File: config.mk
export PLATFORM = sky130hd
export DESIGN_NAME = tal_alarm_top
export DESIGN_NICKNAME = d
export VERILOG_FILES = /design/src/include/tal_pkg.sv /design/src/verilog/tal_scale.sv /design/src/verilog/tal_alarm_top.sv
export VERILOG_INCLUDE_DIRS = /design/src /design/src/include
export SDC_FILE = /design/constraint.sdc
export NUM_CORES = 1
export LEC_CHECK = 0
export BUFFER_PORTS_ARGS = -buffer_cell sky130_fd_sc_hd__buf_2
export CORE_AREA = 2 2 269 271
export CTS_BUF_LIST = sky130_fd_sc_hd__clkbuf_4
export CTS_CLUSTER_SIZE = 25
export DETAILED_ROUTE_END_ITERATION = 16
export DIE_AREA = 0 0 271 273
export GPL_TIMING_DRIVEN = 0
export PLACE_DENSITY = 0.6
export REMOVE_ABC_BUFFERS = 1
export SLEW_MARGIN = 20
export SYNTH_ARGS = -nofsm -noshare
export SYNTH_HDL_FRONTEND = slang
export SYNTH_HIERARCHICAL = 1
export SYNTH_SLANG_ARGS = --single-unit
File: constraint.sdc
create_clock -name clk_sys_i -period 25.3 [get_ports clk_sys_i]
set_clock_uncertainty 0.2 [all_clocks]
set_input_delay 2.53 -clock clk_sys_i [delete_from_list [all_inputs] [get_ports clk_sys_i]]
set_output_delay 2.53 -clock clk_sys_i [all_outputs]
set_load 0.03 [all_outputs]
File: src/include/tal_regs.svh
/*
 Constants of the temperature alarm, relay and analog output block.
 Assumes readings in 0.1 K steps and sensor units in 10 uV or 1 mOhm.
*/
`ifndef TAL_REGS_SVH
`define TAL_REGS_SVH
// Notes on behaviour
// - High alarm when kelvin reading exceeds high setpoint or is off curve top.
// - Low alarm when kelvin reading is below low setpoint or off curve bottom.
// - Setpoints held in kelvin, compared with the kelvin reading only.
// - Both alarms stay inactive while no curve is assigned.
// - Active alarm flashes display between reading and high or low indicator.
// - Latched alarm stays asserted after its cause goes, until cleared.
// - Cancel key press clears every latched alarm.
// - Non-latched high alarm releases at high setpoint minus deadband.
// - Alarm enable off stops evaluation and refuses setpoint, deadband, latch.
// - High setpoint accepted from 0 to 999.9 K.
// - Low setpoint has the same range and resolution as the high one.
// - Deadband accepted from 0 to 99.9 K.
// - Latch setting is one bit, 0 off and 1 on.
// - Relay one follows low alarm, relay two follows high alarm.
// - Relay one is off, on, or follows the low alarm.
// - Relay two is off, on, or follows the high alarm.
// - Range low end gives output zero level, 0 V or 4 mA.
// - Range high end gives full output, linear in between.
// - Voltage or current mode; ranges 0..5 span 20 to 1000 K.
// - Without curve, output spans sensor units fixed by input type.
// - With curve, output always follows the kelvin reading.
// - Output step at most 15 ppm of full scale.

// ==========================================
// Widths
`define TAL_K_W 16
`define TAL_VAL_W 24
`define TAL_CODE_W 20
`define TAL_NUM_W 44

// ==========================================
// Setting limits and reset values, 0.1 K steps
`define TAL_SP_MAX 16'h270F
`define TAL_DB_MAX 16'h03E7
`define TAL_SP_RST 16'h0000
`define TAL_DB_RST 16'h0000
`define TAL_RANGE_MAX 3'h5
`define TAL_RANGE_RST 3'h5

// ==========================================
// Full scales: ranges in 0.1 K, sensors in 10 uV or 1 mOhm
`define TAL_FS_RNG0 24'h0000C8
`define TAL_FS_RNG1 24'h0003E8
`define TAL_FS_RNG2 24'h0007D0
`define TAL_FS_RNG3 24'h000CB2
`define TAL_FS_RNG4 24'h00128E
`define TAL_FS_RNG5 24'h002710
`define TAL_FS_DIODE 24'h0F4240
`define TAL_FS_PT 24'h0F4240
`define TAL_FS_NTC 24'h989680

// ==========================================
// Timing
`define TAL_CLK_HZ 10000000
`define TAL_FLASH_MS 500
`endif

File: src/include/tal_pkg.sv
/*
 Types of the temperature alarm block.
 Assumes tal_regs.svh is on the include path.
*/
`include "tal_regs.svh"
package tal_pkg;
   typedef enum logic [1:0] {TAL_RLY_OFF, TAL_RLY_ON, TAL_RLY_FOLLOW} tal_relay_mode_t;
   typedef enum logic [2:0] {
      TAL_IN_SI, TAL_IN_GAAS, TAL_IN_PT250, TAL_IN_PT500, TAL_IN_PT1K, TAL_IN_NTC
   } tal_in_type_t;
   typedef enum logic [3:0] {
      TAL_SET_EN, TAL_SET_HI, TAL_SET_LO, TAL_SET_DB, TAL_SET_LATCH,
      TAL_SET_R1, TAL_SET_R2, TAL_SET_AMODE, TAL_SET_ARANGE
   } tal_set_sel_t;
   typedef enum logic [1:0] {TAL_IND_NONE, TAL_IND_HIGH, TAL_IND_LOW} tal_ind_t;

   typedef struct packed {
      logic valid;
      logic [`TAL_K_W-1:0] kelvin;
      logic [`TAL_VAL_W-1:0] sensor;
      logic curve_ok;
      logic off_hi;
      logic off_lo;
   } tal_sample_t;

   typedef struct packed {
      logic wr;
      tal_set_sel_t sel;
      logic [`TAL_K_W-1:0] val;
   } tal_setting_t;

   typedef struct packed {
      logic valid;
      logic current;
      logic [`TAL_CODE_W-1:0] code;
   } tal_aout_t;

   typedef struct packed {
      logic busy;
      logic done;
      logic [5:0] cnt;
      logic [`TAL_NUM_W-1:0] num;
      logic [`TAL_VAL_W:0] rem;
      logic [`TAL_VAL_W-1:0] den;
      logic [`TAL_CODE_W-1:0] code;
   } tal_scale_state_t;

   typedef struct packed {
      logic en;
      logic [`TAL_K_W-1:0] hi_sp;
      logic [`TAL_K_W-1:0] lo_sp;
      logic [`TAL_K_W-1:0] db;
      logic latch;
      tal_relay_mode_t r1;
      tal_relay_mode_t r2;
      logic current;
      logic [2:0] range;
      logic curve_ok;
      logic alarm_hi;
      logic alarm_lo;
      logic relay1;
      logic relay2;
      logic refused;
      logic flash;
      logic [22:0] flash_cnt;
   } tal_state_t;
endpackage

File: src/verilog/tal_scale.sv
/*
 Serial divider that maps a value onto the output code: code = v*max/fs.
 Assumes fs is never zero; a start while busy is ignored.
*/
`timescale 1ns/1ps
`include "tal_regs.svh"
module tal_scale (
   // Clock and reset
   input wire logic clk_sys_i,
   input wire logic rst_n_i,
   // Request
   input wire logic start_i,
   input wire logic [`TAL_VAL_W-1:0] value_i,
   input wire logic [`TAL_VAL_W-1:0] fs_i,
   // Result
   output logic busy_o,
   output logic done_o,
   output logic [`TAL_CODE_W-1:0] code_o
);
   import tal_pkg::*;
   localparam int NW = `TAL_NUM_W;
   localparam logic [NW-1:0] CODE_MAX = NW'((64'd1 << `TAL_CODE_W) - 64'd1);

   tal_scale_state_t st_r, st_nxt;
   logic [`TAL_VAL_W-1:0] vclamp;
   logic [`TAL_VAL_W:0] rem_sh;

   always_comb begin
      st_nxt = st_r;
      st_nxt.done = 1'b0;
      vclamp = (value_i > fs_i) ? fs_i : value_i;
      rem_sh = {st_r.rem[`TAL_VAL_W-1:0], st_r.num[NW-1]};
      if (!st_r.busy) begin
         if (start_i) begin
            st_nxt.num = NW'(vclamp) * CODE_MAX;
            st_nxt.den = fs_i;
            st_nxt.rem = '0;
            st_nxt.cnt = 6'(NW);
            st_nxt.busy = 1'b1;
         end
      end else begin
         if (rem_sh >= {1'b0, st_r.den}) begin
            st_nxt.rem = rem_sh - {1'b0, st_r.den};
            st_nxt.num = {st_r.num[NW-2:0], 1'b1};
         end else begin
            st_nxt.rem = rem_sh;
            st_nxt.num = {st_r.num[NW-2:0], 1'b0};
         end
         st_nxt.cnt = st_r.cnt - 6'h01;
         if (st_r.cnt == 6'h01) begin
            st_nxt.busy = 1'b0;
            st_nxt.done = 1'b1;
            st_nxt.code = st_nxt.num[`TAL_CODE_W-1:0];
         end
      end
   end

   always_ff @(posedge clk_sys_i or negedge rst_n_i) begin
      if (!rst_n_i) begin
         st_r <= '0;
      end else begin
         st_r <= st_nxt;
      end
   end

   assign busy_o = st_r.busy;
   assign done_o = st_r.done;
   assign code_o = st_r.code;

   property p_full_scale;
      @(posedge clk_sys_i) disable iff (!rst_n_i)
      (start_i && !st_r.busy && value_i >= fs_i) |-> ##45 (done_o && code_o == '1);
   endproperty
   a_full_scale: assert property (p_full_scale) else $error("full scale code wrong");

   property p_zero;
      @(posedge clk_sys_i) disable iff (!rst_n_i)
      (start_i && !st_r.busy && value_i == '0) |-> ##45 (done_o && code_o == '0);
   endproperty
   a_zero: assert property (p_zero) else $error("zero code wrong");
endmodule // tal_scale

File: src/verilog/tal_alarm_top.sv
/*
 Alarm, relay and analog output logic of a temperature monitor.
 Assumes samples and settings arrive synchronous to clk_sys_i,
 each as a one-cycle strobe; sensor conversion happens upstream.
*/
`timescale 1ns/1ps
`include "tal_regs.svh"
module tal_alarm_top #(
   parameter int FLASH_CYC = `TAL_FLASH_MS * (`TAL_CLK_HZ / 1000)
) (
   // Clock and reset
   input wire logic clk_sys_i,
   input wire logic rst_n_i,
   // Reading from the conversion stage
   input wire tal_pkg::tal_sample_t sample_i,
   input wire tal_pkg::tal_in_type_t in_type_i,
   // Front-panel settings
   input wire tal_pkg::tal_setting_t setting_i,
   input wire logic cancel_i,
   output logic set_refused_o,
   output logic alarm_en_o,
   // Alarms and display
   output logic alarm_hi_o,
   output logic alarm_lo_o,
   output logic disp_flash_o,
   output tal_pkg::tal_ind_t disp_ind_o,
   // Relays
   output logic relay1_o,
   output logic relay2_o,
   // Analog output
   output tal_pkg::tal_aout_t aout_o
);
   import tal_pkg::*;

   // ==========================================
   // Local signals
   tal_state_t st_r, st_nxt;
   logic [`TAL_K_W-1:0] kel;
   logic eval;
   logic hi_trip, hi_rel, lo_trip, lo_rel;
   logic [`TAL_K_W:0] hi_rel_sum, lo_rel_sum;
   logic bad;
   logic [`TAL_VAL_W-1:0] sc_val, sc_fs;
   logic sc_busy, sc_done;
   logic [`TAL_CODE_W-1:0] sc_code;

   assign kel = sample_i.kelvin;

   // ==========================================
   // Alarm conditions
   // kelvin compare only
   assign hi_rel_sum = {1'b0, kel} + {1'b0, st_r.db};
   assign lo_rel_sum = {1'b0, st_r.lo_sp} + {1'b0, st_r.db};
   assign hi_trip = sample_i.off_hi || (kel > st_r.hi_sp);
   assign hi_rel = !sample_i.off_hi && (hi_rel_sum <= {1'b0, st_r.hi_sp});
   assign lo_trip = sample_i.off_lo || (kel < st_r.lo_sp);
   assign lo_rel = !sample_i.off_lo && ({1'b0, kel} >= lo_rel_sum);
   // evaluate only with curve and enable
   assign eval = sample_i.valid && sample_i.curve_ok && st_r.en;

   // ==========================================
   // Setting checks
   always_comb begin
      bad = 1'b0;
      unique case (setting_i.sel)
         TAL_SET_EN: bad = 1'b0;
         TAL_SET_HI, TAL_SET_LO: bad = setting_i.val > `TAL_SP_MAX;
         TAL_SET_DB: bad = setting_i.val > `TAL_DB_MAX;
         TAL_SET_LATCH: bad = setting_i.val > 16'h0001;
         TAL_SET_R1, TAL_SET_R2: bad = setting_i.val > 16'h0002;
         TAL_SET_AMODE: bad = setting_i.val > 16'h0001;
         TAL_SET_ARANGE: bad = setting_i.val > 16'(`TAL_RANGE_MAX);
         default: bad = 1'b1;
      endcase
      if (!st_r.en && (setting_i.sel inside {TAL_SET_HI, TAL_SET_LO, TAL_SET_DB,
            TAL_SET_LATCH})) begin
         bad = 1'b1;
      end
   end

   // ==========================================
   // Next state
   always_comb begin
      st_nxt = st_r;
      st_nxt.refused = 1'b0;
      if (setting_i.wr) begin
         if (bad) begin
            st_nxt.refused = 1'b1;
         end else begin
            unique case (setting_i.sel)
               TAL_SET_EN: st_nxt.en = setting_i.val[0];
               TAL_SET_HI: st_nxt.hi_sp = setting_i.val;
               TAL_SET_LO: st_nxt.lo_sp = setting_i.val;
               TAL_SET_DB: st_nxt.db = setting_i.val;
               TAL_SET_LATCH: st_nxt.latch = setting_i.val[0];
               TAL_SET_R1: st_nxt.r1 = tal_relay_mode_t'(setting_i.val[1:0]);
               TAL_SET_R2: st_nxt.r2 = tal_relay_mode_t'(setting_i.val[1:0]);
               TAL_SET_AMODE: st_nxt.current = setting_i.val[0];
               TAL_SET_ARANGE: st_nxt.range = setting_i.val[2:0];
               default: st_nxt.refused = 1'b1;
            endcase
         end
      end
      if (sample_i.valid) begin
         st_nxt.curve_ok = sample_i.curve_ok;
      end

      // High alarm; a trip in the cancel cycle wins
      if (eval && hi_trip) begin
         st_nxt.alarm_hi = 1'b1;
      end else if (st_r.latch) begin
         if (cancel_i) begin
            st_nxt.alarm_hi = 1'b0;
         end
      end else if (eval && hi_rel) begin
         st_nxt.alarm_hi = 1'b0;
      end

      // Low alarm, mirrored
      if (eval && lo_trip) begin
         st_nxt.alarm_lo = 1'b1;
      end else if (st_r.latch) begin
         if (cancel_i) begin
            st_nxt.alarm_lo = 1'b0;
         end
      end else if (eval && lo_rel) begin
         st_nxt.alarm_lo = 1'b0;
      end

      if (!st_r.en || (sample_i.valid && !sample_i.curve_ok)
            || (!sample_i.valid && !st_r.curve_ok)) begin
         st_nxt.alarm_hi = 1'b0;
         st_nxt.alarm_lo = 1'b0;
      end

      unique case (st_r.r1)
         TAL_RLY_OFF: st_nxt.relay1 = 1'b0;
         TAL_RLY_ON: st_nxt.relay1 = 1'b1;
         TAL_RLY_FOLLOW: st_nxt.relay1 = st_r.alarm_lo;
         default: st_nxt.relay1 = 1'b0;
      endcase
      unique case (st_r.r2)
         TAL_RLY_OFF: st_nxt.relay2 = 1'b0;
         TAL_RLY_ON: st_nxt.relay2 = 1'b1;
         TAL_RLY_FOLLOW: st_nxt.relay2 = st_r.alarm_hi;
         default: st_nxt.relay2 = 1'b0;
      endcase

      // flash timer, phase restarts when no alarm is active
      if (st_r.alarm_hi || st_r.alarm_lo) begin
         if (st_r.flash_cnt >= 23'(FLASH_CYC - 1)) begin
            st_nxt.flash_cnt = '0;
            st_nxt.flash = !st_r.flash;
         end else begin
            st_nxt.flash_cnt = st_r.flash_cnt + 23'h000001;
         end
      end else begin
         st_nxt.flash_cnt = '0;
         st_nxt.flash = 1'b0;
      end
   end

   always_ff @(posedge clk_sys_i or negedge rst_n_i) begin
      if (!rst_n_i) begin
         st_r <= '0;
         st_r.hi_sp <= `TAL_SP_RST;
         st_r.lo_sp <= `TAL_SP_RST;
         st_r.db <= `TAL_DB_RST;
         st_r.range <= `TAL_RANGE_RST;
         st_r.r1 <= TAL_RLY_OFF;
         st_r.r2 <= TAL_RLY_OFF;
      end else begin
         st_r <= st_nxt;
      end
   end

   // ==========================================
   // Analog output scaling
   always_comb begin
      sc_fs = `TAL_FS_RNG5;
      sc_val = sample_i.sensor;
      if (sample_i.curve_ok) begin
         sc_val = `TAL_VAL_W'(kel);
         unique case (st_r.range)
            3'h0: sc_fs = `TAL_FS_RNG0;
            3'h1: sc_fs = `TAL_FS_RNG1;
            3'h2: sc_fs = `TAL_FS_RNG2;
            3'h3: sc_fs = `TAL_FS_RNG3;
            3'h4: sc_fs = `TAL_FS_RNG4;
            default: sc_fs = `TAL_FS_RNG5;
         endcase
      end else begin
         unique case (in_type_i)
            TAL_IN_SI, TAL_IN_GAAS: sc_fs = `TAL_FS_DIODE;
            TAL_IN_PT250, TAL_IN_PT500: sc_fs = `TAL_FS_PT;
            default: sc_fs = `TAL_FS_NTC;
         endcase
      end
   end

   // A sample that arrives while busy is dropped; the next one refreshes
   // 20-bit code, about 1 ppm step
   tal_scale u_scale (
      .clk_sys_i(clk_sys_i),
      .rst_n_i(rst_n_i),
      .start_i(sample_i.valid),
      .value_i(sc_val),
      .fs_i(sc_fs),
      .busy_o(sc_busy),
      .done_o(sc_done),
      .code_o(sc_code)
   );

   // ==========================================
   // Outputs
   assign aout_o.valid = sc_done;
   assign aout_o.current = st_r.current;
   assign aout_o.code = sc_code;
   assign alarm_hi_o = st_r.alarm_hi;
   assign alarm_lo_o = st_r.alarm_lo;
   assign relay1_o = st_r.relay1;
   assign relay2_o = st_r.relay2;
   assign set_refused_o = st_r.refused;
   assign alarm_en_o = st_r.en;
   assign disp_flash_o = st_r.flash;
   // high takes precedence when both are active
   assign disp_ind_o = !st_r.flash ? TAL_IND_NONE :
                       st_r.alarm_hi ? TAL_IND_HIGH : TAL_IND_LOW;

   // ==========================================
   // Checks
   property p_hi_trip;
      @(posedge clk_sys_i) disable iff (!rst_n_i)
      (eval && kel > st_r.hi_sp) |=> alarm_hi_o;
   endproperty
   a_hi_trip: assert property (p_hi_trip) else $error("high alarm missed");

   property p_lo_trip;
      @(posedge clk_sys_i) disable iff (!rst_n_i)
      (eval && sample_i.off_lo) |=> alarm_lo_o;
   endproperty
   a_lo_trip: assert property (p_lo_trip) else $error("low alarm missed");

   property p_no_curve;
      @(posedge clk_sys_i) disable iff (!rst_n_i)
      // A fresh sample with a curve may legally trip again, so only a gap counts
      (sample_i.valid && !sample_i.curve_ok) ##1 !sample_i.valid
         |-> (!alarm_hi_o && !alarm_lo_o) ##1 (!alarm_hi_o && !alarm_lo_o);
   endproperty
   a_no_curve: assert property (p_no_curve) else $error("alarm without curve");

   property p_latch_hold;
      @(posedge clk_sys_i) disable iff (!rst_n_i)
      (st_r.latch && alarm_hi_o && st_r.en && !cancel_i && st_r.curve_ok
         && !(sample_i.valid && !sample_i.curve_ok)) |=> alarm_hi_o;
   endproperty
   a_latch_hold: assert property (p_latch_hold) else $error("latch lost");

   property p_cancel;
      @(posedge clk_sys_i) disable iff (!rst_n_i)
      (st_r.latch && cancel_i && !sample_i.valid) |=> (!alarm_hi_o && !alarm_lo_o);
   endproperty
   a_cancel: assert property (p_cancel) else $error("cancel ignored");

   property p_hyst;
      @(posedge clk_sys_i) disable iff (!rst_n_i)
      (!st_r.latch && alarm_hi_o && eval && !hi_trip
         && hi_rel_sum > {1'b0, st_r.hi_sp}) |=> alarm_hi_o;
   endproperty
   a_hyst: assert property (p_hyst) else $error("early high release");

   property p_disabled;
      @(posedge clk_sys_i) disable iff (!rst_n_i)
      !alarm_en_o |=> (!alarm_hi_o && !alarm_lo_o);
   endproperty
   a_disabled: assert property (p_disabled) else $error("alarm while disabled");

   property p_sp_range;
      @(posedge clk_sys_i) disable iff (!rst_n_i)
      (setting_i.wr && setting_i.sel == TAL_SET_HI && setting_i.val > `TAL_SP_MAX)
         |=> (set_refused_o && $stable(st_r.hi_sp));
   endproperty
   a_sp_range: assert property (p_sp_range) else $error("setpoint not refused");

   property p_db_range;
      @(posedge clk_sys_i) disable iff (!rst_n_i)
      (setting_i.wr && setting_i.sel == TAL_SET_DB && setting_i.val > `TAL_DB_MAX)
         |=> set_refused_o;
   endproperty
   a_db_range: assert property (p_db_range) else $error("deadband not refused");

   property p_relay1;
      @(posedge clk_sys_i) disable iff (!rst_n_i)
      (st_r.r1 == TAL_RLY_FOLLOW) |=> (relay1_o == $past(alarm_lo_o));
   endproperty
   a_relay1: assert property (p_relay1) else $error("relay one not following");

   property p_relay2;
      @(posedge clk_sys_i) disable iff (!rst_n_i)
      (st_r.r2 == TAL_RLY_FOLLOW) |=> (relay2_o == $past(alarm_hi_o));
   endproperty
   a_relay2: assert property (p_relay2) else $error("relay two not following");

   property p_flash;
      @(posedge clk_sys_i) disable iff (!rst_n_i)
      (!alarm_hi_o && !alarm_lo_o) |=> (disp_ind_o == TAL_IND_NONE);
   endproperty
   a_flash: assert property (p_flash) else $error("indicator without alarm");
endmodule // tal_alarm_top

## Yosys cells after proc, flatten, opt, wreduce, memory -nomap -nowiden

Index checks and enable logic that the tools add are counted.

- Muxes and demuxes: 32
- Equal/unequal tests: 23
- Order comparisons: 12
- Add/sub/neg operators: 5
- Reduce and logical (&&, ||, !) cells: 48
- Bitwise operators: 2
- Multipliers: 1

Operators by type and width:

| operator | number |
|---|---|
| 24-bit two-way mux | 5 |
| 99-bit two-way mux | 1 |
| 75-bit two-way mux | 1 |
| 14-bit case mux with 5 select lines | 1 |
| 24-bit by 20-bit multiplier with 44-bit output, second input constant | 1 |
| 16-bit by 16-bit adder with 17-bit output | 2 |
| 3-bit AND reduction | 9 |
| 26-bit two-way mux | 1 |
| 25-bit by 24-bit greater-or-equal comparator with 1-bit output | 1 |
| 25-bit by 24-bit subtractor with 25-bit output | 1 |
| 24-bit greater-than comparator | 1 |
| 23-bit by 1-bit adder with 23-bit output, second input constant | 1 |
| 23-bit greater-or-equal comparator, second input constant | 1 |
| 23-bit two-way mux | 1 |
| 16-bit by 17-bit greater-or-equal comparator with 1-bit output | 1 |
| 17-bit by 16-bit less-or-equal comparator with 1-bit output | 1 |
| 4-bit by 3-bit == test with 1-bit output, second input constant | 4 |
| 16-bit by 1-bit greater-than comparator with 1-bit output, second input constant | 1 |
| 16-bit by 10-bit greater-than comparator with 1-bit output, second input constant | 1 |
| 16-bit by 14-bit greater-than comparator with 1-bit output, second input constant | 1 |
| 16-bit greater-than comparator | 1 |
| 16-bit by 2-bit greater-than comparator with 1-bit output, second input constant | 1 |
| 16-bit by 3-bit greater-than comparator with 1-bit output, second input constant | 1 |
| 16-bit < comparator | 1 |
| 28 further kinds | 83 |

- Output and inout port bits: 31
- Flip-flop bits (word level): 208
- Word-level logic and storage cells: 147
- Input bits: 71

## Longest topological paths before layout

- Depth after elaboration: 9
- Depth in mapped cells: 42
- Gate-level depth less buffers: 41

## Hierarchy

The synthesis kept the hierarchy.

Modules (own cells, without submodules):

| module | cells an instance | instances | area each (um^2) |
|---|---|---|---|
| tal_scale | 1852 | 1 | 16771.1 |
| tal_alarm_top | 753 | 1 | 7223.2 |

## Worst setup path after synthesis

OpenSTA, ideal clock, no wires.

- Path type: input to register
- Start: in sample_i[2] (netlist name)
- End: reg u_scale.st_r, in the netlist u_scale/rem_sh[0]
- Required time: 24974 ps
- Arrival: 11537 ps
- Buffers on the path: 5
- Stages: 38
- Path slack: 13437 ps
- Library setup time: 126 ps
- Cell sequence: clkbuf_1 -> nand3_1 -> o21ai_0 -> inv_1 -> ha_1 -> nor2b_1 -> o211ai_2 -> a21oi_1 -> o31a_1 -> o21ai_4 -> buf_4 -> buf_6 -> buf_2 -> buf_1 -> o21a_1 -> inv_1 -> fa_1 -> inv_1 -> [2 not listed] -> fa_1 -> fa_1 -> fa_1 -> fa_1 -> inv_1 -> fa_1 -> inv_1 -> ha_1 -> a21oi_1 -> o21bai_1 -> a21oi_1 -> nand2_1 -> or4b_1 -> o21ai_0 -> a21oi_1 -> mux2i_1 -> nor3_1 -> a221o_1

- Longest elaborated chain between the ends: 6
- Elaborated cells between the ends (all ways): 7

RTL lines:

| element | RTL line | text |
|---|---|---|
| start, declared | tal_alarm_top.sv:15 | `input wire tal_pkg::tal_sample_t sample_i,` |
| 24-bit two-way mux (*) | tal_alarm_top.sv:182 | `if (sample_i.curve_ok) begin` |
| via sc_fs[1] | tal_alarm_top.sv:43 | `` logic [`TAL_VAL_W-1:0] sc_val, sc_fs; `` |
| 24-bit greater-than comparator | tal_scale.sv:31 | `vclamp = (value_i > fs_i) ? fs_i : value_i;` |
| 24-bit two-way mux (*) | tal_scale.sv:31 |  |
| 24-bit by 20-bit multiplier with 44-bit output (*) | tal_scale.sv:35 | `st_nxt.num = NW'(vclamp) * CODE_MAX;` |
| 99-bit two-way mux (*) | tal_scale.sv:34 | `if (start_i) begin` |
| 75-bit two-way mux (*) | tal_scale.sv:33 | `if (!st_r.busy) begin` |
| end signal, assigned | tal_scale.sv:62 | `st_r <= st_nxt;` |
| end, declared | tal_scale.sv:24 | `tal_scale_state_t st_r, st_nxt;` |

Mark *: on every way through the listed nets, which the timed path passes. The rest lies on a longest branch. The select of a mux whose other input is x is not followed.
A chain may end at the register's enable or synchronous reset.

## Worst setup path in the final report

Same ends and word-level chain as after synthesis.

==> flow_metrics.py <==
metrics = {
    "setup_path": {
        "timing.critical_path.depth": 38,
        "crit_buf_inv": 6,
        "critPathLaunchType": "input pin",
        "criticalPathCategory": "in2reg",
        "reg2reg_depth": 37,
        "worst_setup_ep_type": "flop",
        "cpPeakStageDelay_ps": 680,
        "cp_data_arrival_time_ps": 13980,
        "critPathMostFrequentCell": "sky130_fd_sc_hd__ha_1",
        "critical_path.slowest_cell": "sky130_fd_sc_hd__o21ai_0",
        "critical-path-top-delay-family": "adder cells",
        "path_max_fanout": 34,
        "worstPathRequired_ps": 25810,
    },
    "logic_synthesis": {
        "synth_enable_flop_cells": 0,
        "synth_top_family_by_area": "adder cells",
        "synth-seq-cells": 208,
        "async_flop_share": 1.000,
        "synth_instances": 2605,
        "postSynthAreaPerCell_um2": 9.211,
        "complex_gate_fraction_of_the_synthesized_area": 0.1462,
        "synth_top_area_share": 0.2148,
        "post-synth-top-area-cell": "sky130_fd_sc_hd__dfrtp_1",
        "synth_mux_area_frac": 0.04803,
        "synth_top_cells_by_area": "sky130_fd_sc_hd__dfrtp_1 (21%), sky130_fd_sc_hd__fa_1 (18%), sky130_fd_sc_hd__ha_1 (16%)",
        "netlist_area_mm2": 0.02399,
        "seq_area_frac_synth": 0.2170,
        "post_synth_fa_ha_maj_area_fraction": 0.3356,
        "postSynth.topFlopCell": "sky130_fd_sc_hd__dfrtp_1",
        "ys.warnings.count": 6,
        "post_synth_simple_gate_area": 0.1176,
        "synth_xor_area_frac": 0.04818,
        "yosys.cell_types.count": 91,
    },
    "place": {
        "dpl.hpwl_um": 51050,
        "port_buffers": 99,
        "gp_congestion": 0.9122,
    },
    "floorplanning": {
        "dieHeight_um": 273,
        "dieWidth_um": 271,
        "dieArea_mm2": 0.07398,
        "core_mm2": 0.07100,
        "std_cell_rows": 98,
        "io_pins": 102,
        "floorplan.initialDensity": 0.3380,
    },
    "clocking": {
        "postCtsResizedCells": 0,
        "clock_root_buffer": "sky130_fd_sc_hd__clkbuf_4",
        "tritoncts_clock_tree": "built",
        "cts_htree_levels": 2,
        "worstSkewPairLatency_ps": 860,
        "cts_setup_buffers": 0,
        "clock_path_buffers": 3,
        "cts.hold.buffers_added": 0,
        "cts_sinks": 208,
        "clk_pin_slew_worst_paths_ps": 70,
        "number_of_buffers_created_by_cts": 61,
    },
    "routing": {
        "drt_wl_total_um": 62820,
        "initialDrtViolationCount": 1241,
        "routedWlPerCell_um": 16.97,
        "num_vias": 18418,
        "drt_drc_violations_left": 0,
        "firstDrtPassIters": 5,
        "postRouteAntennaNets": 0,
        "via_per_inst": 4.974,
    },
    "min_path": {
        "hold_depth": 2,
        "hold_class": "reg2reg",
    },
    "timing": {
        "final_max_slew_violation_count": 0,
        "timing_worst_slew_pin_value_ps": 1088,
        "final_min_period_over_clock_period": 0.5326,
        "hold_viol_final": 0,
        "total_negative_setup_slack_ps": 0,
        "finalWorstPathRequiredPeriod_ps": 13470,
        "max_freq_mhz": 74.22,
        "final-setup-viol-count": 0,
        "grt_setup_unrepaired": "false",
        "whs_ps": 269.8,
        "slew-limit-headroom": 0.2717,
    },
    "global_routing": {
        "antenna_found_initial": 5,
        "grt_max_usage_layer": "met2",
        "globalRouteMet3Util": 0.02856,
        "use_met2": 0.2847,
        "first_global_vias": 18723,
        "grt_start_max_net_pins": 87,
        "grt.overflow.total": 0,
        "global_route.usage.met1": 0.2374,
        "grt_first_pass_wirelength_um": 102200,
        "grt.total_usage": 0.1750,
    },
    "finish": {
        "layout.area.seq_mm2": 0.005211,
        "layout.filler_cells": 7241,
        "design.final.nets": 3286,
        "final_layout_size_suffix_gt1_frac": 0.1138,
        "areaGrowthSynthToFinish_pct": 9.522,
        "postLayoutCoreUtil": 0.3701,
        "area_of_the_multi_input_gates_mm2": 0.01675,
    },
    "flow_run": {
        "max_cap_violations": 0,
    },
    "status": {
        "run_status": "completed",
    },
}
==> per-layer routing <==
| layer | up-vias | share of wire | wire (um) |
|---|---|---|---|
| li1 | 8957 | - | - |
| met1 | 8911 | 0.46 | 29190 |
| met2 | 434 | 0.45 | 28470 |
| met3 | 110 | 0.054 | 3377 |
| met4 | 6 | 0.028 | 1737 |
| met5 | - | 0.00068 | 43 |
==> path summary, 6_finish.rpt <==
| path | end | slack, ps | startpoint |
|---|---|---|---|
| max | u_scale/rem_sh[0] | 11830 | sample_i[2] |
| min | u_scale/code_o[18] | 270 | u_scale/code_o[18] |
| max reg2reg | u_scale/rem_sh[0] | 13690 | st_r[30] |
| min reg2reg | u_scale/code_o[18] | 270 | u_scale/code_o[18] |
| max in group asynchronous | u_scale/busy_o | 22500 | rst_n_i |
| min in group asynchronous | st_r[67] | 1390 | rst_n_i |
==> kinds of logic after synthesis <==
logic type | count (synthesis)
compound gates | 537
buf+inv | 522
flops | 208
mux | 99
xor+xnor | 132
fa+ha+maj | 515
simple gates | 591
other cells | 1
==> layout by cell type (no fill, tap or decap), types with 46 or more instances in the layout <==
| master | count |
|---|---|
| sky130_fd_sc_hd__buf_2 | 98 |
| sky130_fd_sc_hd__xor2_1 | 53 |
| sky130_fd_sc_hd__clkbuf_4 | 80 |
| sky130_fd_sc_hd__a21oi_1 | 131 |
| sky130_fd_sc_hd__fa_1 | 215 |
| sky130_fd_sc_hd__inv_1 | 439 |
| sky130_fd_sc_hd__nor2_1 | 128 |
| sky130_fd_sc_hd__xnor2_1 | 79 |
| sky130_fd_sc_hd__nand2_1 | 215 |
| sky130_fd_sc_hd__a21o_1 | 63 |
| sky130_fd_sc_hd__mux2_2 | 46 |
| sky130_fd_sc_hd__ha_1 | 298 |
| sky130_fd_sc_hd__o21ai_0 | 141 |
| sky130_fd_sc_hd__dfrtp_1 | 205 |
==> registers in the layout, summed over array words and instances (netlist names), 20 cells and up <==
| signal | cells |
|---|---|
| st_r | 80 |
| u_scale/st_r | 73 |
| u_scale/rem_sh | 25 |
| u_scale/code_o | 20 |
==> synth_stat cells, types with 8 or more instances <==
master and instances:
sky130_fd_sc_hd__a211oi_1 14, sky130_fd_sc_hd__a21o_1 63, sky130_fd_sc_hd__a21oi_1 131, sky130_fd_sc_hd__a21oi_2 8, sky130_fd_sc_hd__a22oi_1 13, sky130_fd_sc_hd__a31oi_1 12
sky130_fd_sc_hd__and2_1 16, sky130_fd_sc_hd__and3_1 17, sky130_fd_sc_hd__buf_2 8, sky130_fd_sc_hd__buf_4 23, sky130_fd_sc_hd__clkbuf_1 43, sky130_fd_sc_hd__dfrtp_1 206
sky130_fd_sc_hd__fa_1 215, sky130_fd_sc_hd__ha_1 298, sky130_fd_sc_hd__inv_1 441, sky130_fd_sc_hd__mux2_2 46, sky130_fd_sc_hd__mux2_4 20, sky130_fd_sc_hd__mux2i_1 32
sky130_fd_sc_hd__nand2_1 215, sky130_fd_sc_hd__nand2b_1 10, sky130_fd_sc_hd__nand3_1 42, sky130_fd_sc_hd__nand4_1 36, sky130_fd_sc_hd__nor2_1 131, sky130_fd_sc_hd__nor2b_1 32
sky130_fd_sc_hd__nor3_1 35, sky130_fd_sc_hd__nor4_1 10, sky130_fd_sc_hd__o211ai_1 9, sky130_fd_sc_hd__o21a_1 23, sky130_fd_sc_hd__o21ai_0 141, sky130_fd_sc_hd__o21ai_1 14
sky130_fd_sc_hd__o21bai_1 24, sky130_fd_sc_hd__o31ai_1 9, sky130_fd_sc_hd__or3_1 11, sky130_fd_sc_hd__xnor2_1 79, sky130_fd_sc_hd__xor2_1 53
==> metrics by stage <==
stage / area, um2 / std cells / setup slack, ps
after floorplan: 23590 / 2532 / 13560
after global placement: 25270 / 3581 / 10580
after detailed placement: 25500 / 3589 / 10950
after CTS: 26270 / 3701 / 11840
after global routing: 26280 / 3703 / 11140
final: 26280 / 3703 / 11830
==> worst min-delay path, cell delays in order, from the launching register on <==
cell,delay (ps)
sky130_fd_sc_hd__dfrtp_1,330
sky130_fd_sc_hd__nand2_1,50
sky130_fd_sc_hd__nand2_1,60
==> final cells by class <==
type / instances / share of cell area
antenna: 2 / 0.0001904
inverter: 441 / 0.06299
multi-input combinational: 1883 / 0.6372
clock buffer: 80 / 0.02285
clock inverter: 32 / 0.006428
tap: 950 / 0.04523
sequential: 208 / 0.1983
timing repair buffer: 107 / 0.02676
Power is left out: the tool's default activity adds up to more than one toggle a clock period on the data nets, which glitch-free logic cannot reach.
